File: src/core/fsi_pkg.sv
/*
  Constants for the fieldbus status indicator block.
  Assumes a 20 MHz system clock.
*/
package fsi_pkg;
  localparam int unsigned CLK_HZ           = 20000000;
  localparam int unsigned BLINK_HALF_MS    = 250;
  localparam int unsigned BLINK_HALF_CYC   = CLK_HZ / 1000 * BLINK_HALF_MS;
  localparam int unsigned BLINK_CNT_W      = 23;
  localparam logic [7:0]  IOCS_RUN         = 8'h80;
  localparam logic [7:0]  IOCS_STOP        = 8'h60;
  localparam logic [15:0] SEL_IO_DEVICE    = 16'h8892;
  localparam logic [15:0] SEL_TSN_PRIORITY = 16'hb0b6;
  localparam int unsigned RX_HOLD_CYC      = 2000000;
  localparam int unsigned RX_HOLD_W        = 21;
  localparam int unsigned SEL_COUNT        = 4;

  typedef enum logic [1:0] {
    FSI_LED_OFF   = 2'b00,
    FSI_LED_GREEN = 2'b01,
    FSI_LED_RED   = 2'b10
  } fsi_led_t;
endpackage : fsi_pkg

File: src/core/fsi_top.sv
/*
  Fieldbus status indicators and IO protocol selection.
  Assumes link, reception and fault inputs come from other clock domains or pins;
  consumer status bytes arrive with a one-cycle strobe on clk.
*/
// What this block does
// Network indicator blinks green with no connection or when the master reports stop.
// Network indicator is solid green only while connected and the master reports run.
// Consumer status byte 80h means run and 60h means stop.
// Network and device indicators are off in reset; device is green when healthy, red on fault.
// A port indicator is off on link-down, solid when up and blinks while receiving.
// Each port indicator follows only its own port's traffic.
// The installer uses the first port alone, or first toward master in a line.
// The user network chains drives through at most two cascade stages.
// Only 100 Mbps links count as up; 10 Mbps is not supported.
// The IO-device protocol is enabled when any of four selections holds 34962.
// Selection value 45238 in any setting wins and keeps the IO-device protocol off.
// Selection changes are applied only at reset release.
// All green blinking uses one fixed period from a prescaler.
`timescale 1ns/1ps
module fsi_top (
  input  wire logic        clk,
  input  wire logic        rst_n,
  input  wire logic        fault,
  input  wire logic        connected,
  input  wire logic        iocs_valid,
  input  wire logic [7:0]  iocs,
  input  wire logic        first_port_link,
  input  wire logic        first_port_speed_100,
  input  wire logic        first_port_rx,
  input  wire logic        second_port_link,
  input  wire logic        second_port_speed_100,
  input  wire logic        second_port_rx,
  input  wire logic [15:0] eth_function_select_a,
  input  wire logic [15:0] eth_function_select_b,
  input  wire logic [15:0] eth_function_select_c,
  input  wire logic [15:0] eth_function_select_d,
  output logic             io_device_enable,
  output logic             tsn_priority,
  output logic             master_run,
  output logic             network_status_indicator,
  output logic             device_health_green,
  output logic             device_health_red,
  output logic             first_port_link_indicator,
  output logic             second_port_link_indicator
);
  localparam int unsigned NSYNC = 8;

  logic [1:0]       rst_sync;
  logic             rst_int_n;
  logic [NSYNC-1:0] async_in;
  logic [NSYNC-1:0] s1;
  logic [NSYNC-1:0] s2;
  logic [NSYNC-1:0] s3;
  logic [NSYNC-1:0] stable;
  logic             cfg_pending;
  logic             blink_phase;
  logic             f_fault;
  logic             f_conn;
  logic             f_l1;
  logic             f_s1;
  logic             f_r1;
  logic             f_l2;
  logic             f_s2;
  logic             f_r2;
  logic [15:0]      sel [fsi_pkg::SEL_COUNT];
  logic             any_io;
  logic             any_tsn;
  fsi_pkg::fsi_led_t health;

  // Reset release through two flops
  always_ff @(posedge clk or negedge rst_n) begin
    if (!rst_n) begin
      rst_sync <= 2'b00;
    end else begin
      rst_sync <= {rst_sync[0], 1'b1};
    end
  end
  assign rst_int_n = rst_sync[1];

  assign async_in = {fault, connected, first_port_link, first_port_speed_100,
                     first_port_rx, second_port_link, second_port_speed_100, second_port_rx};

  // Three-flop synchronisers; change accepted when stages two and three agree
  generate
    for (genvar i = 0; i < NSYNC; i++) begin : g_sync
      always_ff @(posedge clk or negedge rst_int_n) begin
        if (!rst_int_n) begin
          s1[i]     <= 1'b0;
          s2[i]     <= 1'b0;
          s3[i]     <= 1'b0;
          stable[i] <= 1'b0;
        end else begin
          s1[i] <= async_in[i];
          s2[i] <= s1[i];
          s3[i] <= s2[i];
          if (s2[i] == s3[i]) begin
            stable[i] <= s3[i];
          end
        end
      end
    end
  endgenerate

  assign f_fault = stable[7];
  assign f_conn  = stable[6];
  assign f_l1    = stable[5];
  assign f_s1    = stable[4];
  assign f_r1    = stable[3];
  assign f_l2    = stable[2];
  assign f_s2    = stable[1];
  assign f_r2    = stable[0];

  // Selection settings sampled once after reset release
  assign sel[0] = eth_function_select_a;
  assign sel[1] = eth_function_select_b;
  assign sel[2] = eth_function_select_c;
  assign sel[3] = eth_function_select_d;

  always_comb begin
    any_io  = 1'b0;
    any_tsn = 1'b0;
    for (int k = 0; k < fsi_pkg::SEL_COUNT; k++) begin
      if (sel[k] == fsi_pkg::SEL_IO_DEVICE) begin
        any_io = 1'b1;
      end
      if (sel[k] == fsi_pkg::SEL_TSN_PRIORITY) begin
        any_tsn = 1'b1;
      end
    end
  end

  always_ff @(posedge clk or negedge rst_int_n) begin
    if (!rst_int_n) begin
      cfg_pending      <= 1'b1;
      io_device_enable <= 1'b0;
      tsn_priority     <= 1'b0;
    end else if (cfg_pending) begin
      cfg_pending      <= 1'b0;
      io_device_enable <= any_io & ~any_tsn;
      tsn_priority     <= any_tsn;
    end
  end

  // Run or stop from the consumer status byte; other values keep the state
  always_ff @(posedge clk or negedge rst_int_n) begin
    if (!rst_int_n) begin
      master_run <= 1'b0;
    end else if (!f_conn || !io_device_enable) begin
      master_run <= 1'b0;
    end else if (iocs_valid && iocs == fsi_pkg::IOCS_RUN) begin
      master_run <= 1'b1;
    end else if (iocs_valid && iocs == fsi_pkg::IOCS_STOP) begin
      master_run <= 1'b0;
    end
  end

  fsi_blink u_blink (
    .clk   (clk),
    .rst_n (rst_int_n),
    .phase (blink_phase)
  );

  always_ff @(posedge clk or negedge rst_int_n) begin
    if (!rst_int_n) begin
      network_status_indicator <= 1'b0;
    end else if (f_conn && master_run) begin
      network_status_indicator <= 1'b1;
    end else begin
      network_status_indicator <= blink_phase;
    end
  end

  always_comb begin
    health = f_fault ? fsi_pkg::FSI_LED_RED : fsi_pkg::FSI_LED_GREEN;
  end

  always_ff @(posedge clk or negedge rst_int_n) begin
    if (!rst_int_n) begin
      device_health_green <= 1'b0;
      device_health_red   <= 1'b0;
    end else begin
      device_health_green <= (health == fsi_pkg::FSI_LED_GREEN);
      device_health_red   <= (health == fsi_pkg::FSI_LED_RED);
    end
  end

  // A 10 Mbps link is treated as down
  fsi_port_led u_led1 (
    .clk         (clk),
    .rst_n       (rst_int_n),
    .link_up     (f_l1 & f_s1),
    .rx_active   (f_r1),
    .blink_phase (blink_phase),
    .led_green   (first_port_link_indicator)
  );

  fsi_port_led u_led2 (
    .clk         (clk),
    .rst_n       (rst_int_n),
    .link_up     (f_l2 & f_s2),
    .rx_active   (f_r2),
    .blink_phase (blink_phase),
    .led_green   (second_port_link_indicator)
  );
endmodule : fsi_top

File: src/core/fsi_blink.sv
/*
  Blink prescaler: toggles a phase every half period of the blink.
  Assumes clk at 20 MHz and synchronous reset copy from the top.
*/
`timescale 1ns/1ps
module fsi_blink #(
  parameter int unsigned HALF_CYC = fsi_pkg::BLINK_HALF_CYC
) (
  input  wire logic clk,
  input  wire logic rst_n,
  output logic      phase
);
  logic [fsi_pkg::BLINK_CNT_W-1:0] count;

  always_ff @(posedge clk or negedge rst_n) begin
    if (!rst_n) begin
      count <= '0;
      phase <= 1'b0;
    end else if (count == fsi_pkg::BLINK_CNT_W'(HALF_CYC - 1)) begin
      count <= '0;
      phase <= ~phase;
    end else begin
      count <= count + 1'b1;
    end
  end
endmodule : fsi_blink

File: src/core/fsi_port_led.sv
/*
  One port link indicator: off when down, solid when up,
  blinking while reception was seen recently.
  Assumes link and reception inputs already synchronised.
*/
`timescale 1ns/1ps
module fsi_port_led #(
  parameter int unsigned HOLD_CYC = fsi_pkg::RX_HOLD_CYC
) (
  input  wire logic clk,
  input  wire logic rst_n,
  input  wire logic link_up,
  input  wire logic rx_active,
  input  wire logic blink_phase,
  output logic      led_green
);
  logic [fsi_pkg::RX_HOLD_W-1:0] hold;

  // Stretch short reception so the blink is visible
  always_ff @(posedge clk or negedge rst_n) begin
    if (!rst_n) begin
      hold <= '0;
    end else if (!link_up) begin
      hold <= '0;
    end else if (rx_active) begin
      hold <= fsi_pkg::RX_HOLD_W'(HOLD_CYC);
    end else if (hold != '0) begin
      hold <= hold - 1'b1;
    end
  end

  always_ff @(posedge clk or negedge rst_n) begin
    if (!rst_n) begin
      led_green <= 1'b0;
    end else if (!link_up) begin
      led_green <= 1'b0;
    end else if (hold != '0) begin
      led_green <= blink_phase;
    end else begin
      led_green <= 1'b1;
    end
  end
endmodule : fsi_port_led

File: config.mk
export PLATFORM = sky130hd
export DESIGN_NAME = fsi_top
export DESIGN_NICKNAME = d
export VERILOG_FILES = /design/src/core/fsi_pkg.sv /design/src/core/fsi_top.sv /design/src/core/fsi_blink.sv /design/src/core/fsi_port_led.sv
export SDC_FILE = /design/constraint.sdc
export NUM_CORES = 1
export LEC_CHECK = 0
export BUFFER_PORTS_ARGS = -buffer_cell sky130_fd_sc_hd__buf_2
export CAP_MARGIN = 20
export CORE_MARGIN = 4
export CORE_UTILIZATION = 55
export DETAILED_ROUTE_END_ITERATION = 7
export PLACE_DENSITY = 0.81
export SLEW_MARGIN = 30
export SYNTH_ARGS = -nofsm -noshare
export SYNTH_HDL_FRONTEND = slang
export SYNTH_SLANG_ARGS = --single-unit
File: constraint.sdc
create_clock -name clk -period 4.47 [get_ports clk]
set_input_delay 0.447 -clock clk [delete_from_list [all_inputs] [get_ports clk]]
set_output_delay 0.447 -clock clk [all_outputs]
set_load 0.02 [all_outputs]
**After elaboration in Yosys (flattened, before gate mapping)**

Cells that the tools add are included.

- Bits in registers: 109
- Bits in latches: 0
- RAM bits: 0
- ROM bits: 0
- Output and inout port bits: 8
- Memories kept: 0

- $add $sub $neg: 3
- $mul: 0
- Div/mod/pow operators: 0
- Magnitude comparators: 0
- Equality and inequality tests: 23
- Shift-type cells: 0
- Multiplexer cells: 24
- Bitwise operators: 5
- Reduce and logical (&&, ||, !) cells: 9

Operators by type and width:

| cell | count |
|---|---|
| equality test 16 bit (second input constant) | 8 |
| 2-to-1 mux 21 bit | 6 |
| nonzero test 21 bit | 2 |
| subtractor 21 x 1 -> 21 bit (second input constant) | 2 |
| adder 23 x 1 -> 23 bit (second input constant) | 1 |
| equality test 23 bit (second input constant) | 1 |
| 2-to-1 mux 23 bit | 1 |
| 2-to-1 mux 1 bit | 16 |
| equality test 1 bit | 8 |
| equality test 8 x 7 -> 1 bit (second input constant) | 1 |
| equality test 8 bit (second input constant) | 1 |
| != test 3 bit (second input constant) | 2 |
| bitwise AND 1 bit | 3 |
| logical AND 1 bit | 3 |
| nonzero test 3 bit | 1 |
| equality test 2 x 1 -> 1 bit (second input constant) | 1 |
| equality test 2 bit (second input constant) | 1 |
| logical NOT 1 bit | 2 |
| 2-to-1 mux 2 bit | 1 |
| NOT 1 bit | 2 |
| logical OR 1 bit | 1 |

**Depth between registers and ports, before layout**

- Depth in word-level cells: 7
- Gate-level depth with buffers: 8

**Modules after synthesis**

From an unflattened synthesis, not the netlist that was laid out.

- Cell total of the unflattened synthesis: 504
- Area total of the unflattened synthesis: 5464.0 um^2

Modules (own cells, without submodules):

| module | instances | cells an instance | area an instance (um^2) |
|---|---|---|---|
| fsi_port_led | 2 | 146 | 1383.8 |
| fsi_top | 1 | 102 | 1514.0 |
| fsi_blink | 1 | 110 | 1182.4 |

**Least setup slack after synthesis**

OpenSTA, ideal clock, no wires.

- Path kind: reg2reg
- Start point: register u_led2.hold[3] in the netlist's numbering
- End point: register u_led2.hold[10] in the netlist's numbering
- Setup time: 0.129 ns
- Arrival time: 1.937 ns
- Required time: 4.341 ns
- Path slack: 2.405 ns
- Stages on the path, launching flop included: 9
- Buffers on the path: 3
- Path through: dfrtp_1 or3_1 buf_6 or3_1 buf_2 or2_1 buf_6 o21bai_4 a21oi_1

- Longest elaborated chain between the ends: 4
- Elaborated cells on any way between the ends: 6

RTL lines:

| item | RTL line | source |
|---|---|---|
| from (decl) | fsi_port_led.sv:17 | `logic [fsi_pkg::RX_HOLD_W-1:0] hold;` |
| from (signal assigned) | fsi_port_led.sv:26 | `hold <= fsi_pkg::RX_HOLD_W'(HOLD_CYC);` |
| from (signal assigned) | fsi_port_led.sv:28 | `hold <= hold - 1'b1;` |
| subtractor 21 x 1 -> 21 bit | fsi_port_led.sv:28 |  |
| 2-to-1 mux 21 bit | fsi_port_led.sv:27 | `end else if (hold != '0) begin` |
| 2-to-1 mux 21 bit | fsi_port_led.sv:25 | `end else if (rx_active) begin` |
| 2-to-1 mux 21 bit | fsi_port_led.sv:23 | `end else if (!link_up) begin` |

Parallel ways exist; a longest one is shown, timed or not. The select of a mux whose other input is x is not followed.
A chain may end at the register's enable or synchronous reset.

**Final worst setup path**

- Start point: register u_led1.hold[0] in the netlist's numbering
- End point: register u_led1.hold[15] in the netlist's numbering

- Longest elaborated chain between the ends: 4
- Elaborated cells on any way between the ends: 6

RTL lines:

| item | RTL line |
|---|---|
| from (decl) | fsi_port_led.sv:17 |
| from (signal assigned) | fsi_port_led.sv:26 |
| from (signal assigned) | fsi_port_led.sv:28 |
| subtractor 21 x 1 -> 21 bit | fsi_port_led.sv:28 |
| 2-to-1 mux 21 bit | fsi_port_led.sv:27 |
| 2-to-1 mux 21 bit | fsi_port_led.sv:25 |
| 2-to-1 mux 21 bit | fsi_port_led.sv:23 |

Parallel ways exist; a longest one is shown, timed or not. The select of a mux whose other input is x is not followed.

==> impl_metrics.yaml <==
outcome:
  status: "completed"
timing:
  fmax_ghz: 0.431
  clock_skew_ns: 0.0137
  post-route-min-period_ns: 2.32
  worst_slack_ns: 2.15
  maxSlewHeadroom_pct: 48.4
  drv_slew: 0
  setup_viol: 0
  final_hold_viol_count: 0
  rsz0062_at_grt: "false"
  finalCritPeriodShare_pct: 51.9
  worstMarginPinSlew_ns: 0.775
  setup-tns-final_ns: 0
place:
  dp_slack_ns: 2.17
  post-dp-hpwl_um: 7590
  place.port_buffers: 90
  place_inst: 648
  gp_congestion: 0.943
min_path:
  holdPathStages: 1
  hp-class: "in2reg"
  min_from: "first_port_link"
  hold_path_end: "s1[5]$_DFF_PN0_"
pwr:
  total_power_mw: 2.59
  p_leak_nw: 2.63
  max-vdd-ir-drop_uv: 212
  powerDensity_nw_per_um2: 460
logic_synthesis:
  yosysTopAreaCellShare_pct: 55.3
  synth_area_leader_cell: "dfrtp_1"
  synth_top_cells_by_area: "dfrtp_1, xor2_1, xnor2_1"
  syn_inst: 458
  synth-seq-cells: 109
  synth.yosys.seq_area_share_pct: 55.8
  synth-edff-count: 0
  async_flop_share_pct: 100
  ys_warn_count: 0
  synthesis.nets: 546
  synth_flop_cell: "dfrtp_1"
  avgSynthCellArea_um2: 10.7
  synth_area_um2: 4890
  synth.distinct_cells: 44
floorplanning:
  ioPinCount: 91
  die_h_um: 102
  num_rows: 34
  die_area_um2: 10500
  start_util_pct: 56.3
  die_w_um: 102
  design.core.area_um2: 8680
setup_path:
  worst_setup_path_start_kind: "flop"
  r2r_start: "u_led1.hold[0]$_DFFE_PN0P_"
  critPathMaxFanout: 7
  cp-end-kind: "flop"
  crit_required_ns: 4.71
  cp_top_family: "simple AND/OR/NAND/NOR gates"
  crit_buf_inv: 1
  crit_path_start: "u_led1.hold[0]$_DFFE_PN0P_"
  r2r_setup_slack_ns: 2.15
  slowest_delay_ns: 0.55
  crit_arrival_ns: 2.55
  crit_type: "reg2reg"
  crit_chain: "inv_1 -> ha_1 -> nor4b_1 -> and3_1 -> nand4_1 -> o21bai_1 -> a21oi_1"
  worstRegToRegCells: 7
  cpMaxStageDelayCell: "o21bai_1"
  timing.rr.end: "u_led1.hold[15]$_DFFE_PN0P_"
layout:
  final_cells: 665
  nets: 640
  antenna_cells: 0
  area_delta_synth_final_pct: 15.2
  final_core_util_pct: 64.9
  layout-drive-gt1-share_pct: 21.7
clock_network:
  ctsHtreeMaxLevel: 3
  ctsHoldBuffers: 1
  numClockSinks: 109
  numCtsBuffers: 9
  clock_path_buffers: 2
  post_cts_buffers: 0
  clkTransAtPathRegs_ns: 0.10
  insertion_delay_ns: 0.38
  cts_tree: "done"
  cts-resized-gates: 0
  cts-root-buf: "clkbuf_8"
route:
  dr.pass1.iters: 5
  totalWireLength_um: 10300
  drc: 0
  routedWlPerCell_um: 15.4
  ant_nets: 0
  vias_per_cell: 5.62
  vias: 3737
  first_iter_violations: 170
global_routing:
  grt_antenna_before_repair: 0
  grt_start_max_net_pins: 62
  grt_use_total_pct: 21.5
  grt_pass1_wl_um: 17300
  grt_overflow: 0
  first_global_vias: 3714
run:
  cap_violations: 0
## per-layer routing
layer	global-route usage [%]	part of all wire, %	routed length [um]
met5	0	0	0
met4	9.79	3.7	381
met3	5.60	5.9	604
met2	34.4	48	4930
met1	27.5	42	4350
## cell usage after synthesis, types with 3 or more instances
| master | number |
|---|---|
| and3_1 | 5 |
| o211ai_1 | 3 |
| nor3_1 | 28 |
| and4b_1 | 4 |
| xnor2_1 | 23 |
| nor2_1 | 52 |
| nand2_1 | 29 |
| dfrtp_1 | 108 |
| xor2_1 | 26 |
| maj3_1 | 8 |
| clkbuf_1 | 7 |
| nand3b_1 | 4 |
| nor3b_1 | 3 |
| a31oi_1 | 3 |
| nor2b_1 | 4 |
| nor4b_1 | 10 |
| nor4_2 | 3 |
| ha_1 | 5 |
| or4b_2 | 5 |
| or3_1 | 9 |
| nand4_1 | 17 |
| nor4_1 | 7 |
| inv_1 | 14 |
| o21ai_0 | 11 |
| a21oi_1 | 23 |
| nand3_1 | 18 |
| o22ai_1 | 3 |
## state kept, by name, indices dropped and copies added, names as in the netlist, 2 cells and up
| name | cells |
|---|---|
| rst_sync | 2 |
| u_led1.hold | 21 |
| u_led2.hold | 21 |
| u_blink.count | 23 |
| s1 | 8 |
| s2 | 8 |
| s3 | 8 |
## kinds of logic (layout without fill, tap and decap cells)
| group | after synthesis | in the layout | synth area share, % |
|---|---|---|---|
| adders and majority gates | 13 | 13 | 2.92 |
| xor gates and xnor gates | 49 | 49 | 8.78 |
| AOI/OAI and AO/OA | 53 | 53 | 6.63 |
| DFF | 109 | 109 | 55.8 |
| other | 2 | 2 | 0.154 |
| and+or+nand+nor | 204 | 204 | 22.7 |
| buffers and inverters | 24 | 123 | 2.17 |
| muxes | 4 | 4 | 0.870 |
## cell usage in the layout (no fill, tap or decap), types with 4 or more instances in the layout
cell      instances
maj3_1            8
o21ai_0          11
or4b_2            5
nor2b_1           4
xnor2_1          23
or3_1             9
nor3_1           28
buf_2            90
ha_1              5
clkbuf_8          9
xor2_1           26
nor4b_1          10
nand3b_1          4
dfrtp_1         107
and4b_1           4
nor4_1            7
nand4_1          17
and3_1            5
nand2_1          29
nor2_1           52
nand3_1          18
inv_1            14
a21oi_1          23
## per-stage QoR
| step | hold WS [ns] | instance area, um2 |
|---|---|---|
| 3_3_place_gp | 0.231 | 5440 |
| 2_1_floorplan | 0.151 | 4890 |
| 6_report | 0.179 | 5630 |
| 4_1_cts | 0.159 | 5630 |
| 5_1_grt | 0.148 | 5630 |
| 3_5_place_dp | 0.233 | 5440 |
## worst max path at each step
stage                                     to  depth (start not counted)
3_5_place_dp     u_led1.hold[18]$_DFFE_PN0P_                          7
3_3_place_gp     u_led2.hold[15]$_DFFE_PN0P_                          5
5_1_grt           u_led1.hold[7]$_DFFE_PN0P_                          7
6_report         u_led1.hold[15]$_DFFE_PN0P_                          7
4_1_cts          u_led1.hold[10]$_DFFE_PN0P_                          7
2_1_floorplan  device_health_green$_DFF_PN0_                          0
## worst reg2reg max path, delay by kind of cell (launching register included)
| kind | cells | cell delay [ns] |
|---|---|---|
| buffers and inverters | 1 | 0.10 |
| adder cells (fa/ha/maj) | 1 | 0.14 |
| flip-flops | 1 | 0.43 |
| AO/OA/AOI/OAI | 2 | 0.63 |
| AND/OR/NAND/NOR | 3 | 0.87 |
## power by group
group | internal (mW) | total [mW] | switching [mW]
Clock | 0.260 | 0.578 | 0.318
Combinational | 0.360 | 0.848 | 0.488
Sequential | 1.07 | 1.17 | 0.0931
Total | 1.69 | 2.59 | 0.899
## cell type report
cell class,count,area [um2]
clock buffers,12,135
multi-input cells,325,2050
repair buffers,93,475
fillers,703,3040
clock inverters,4,48.8
inverters,14,52.6
flip-flops and latches,109,2730
well taps,108,135
No activity file was read; power rests on OpenSTA's default activity.
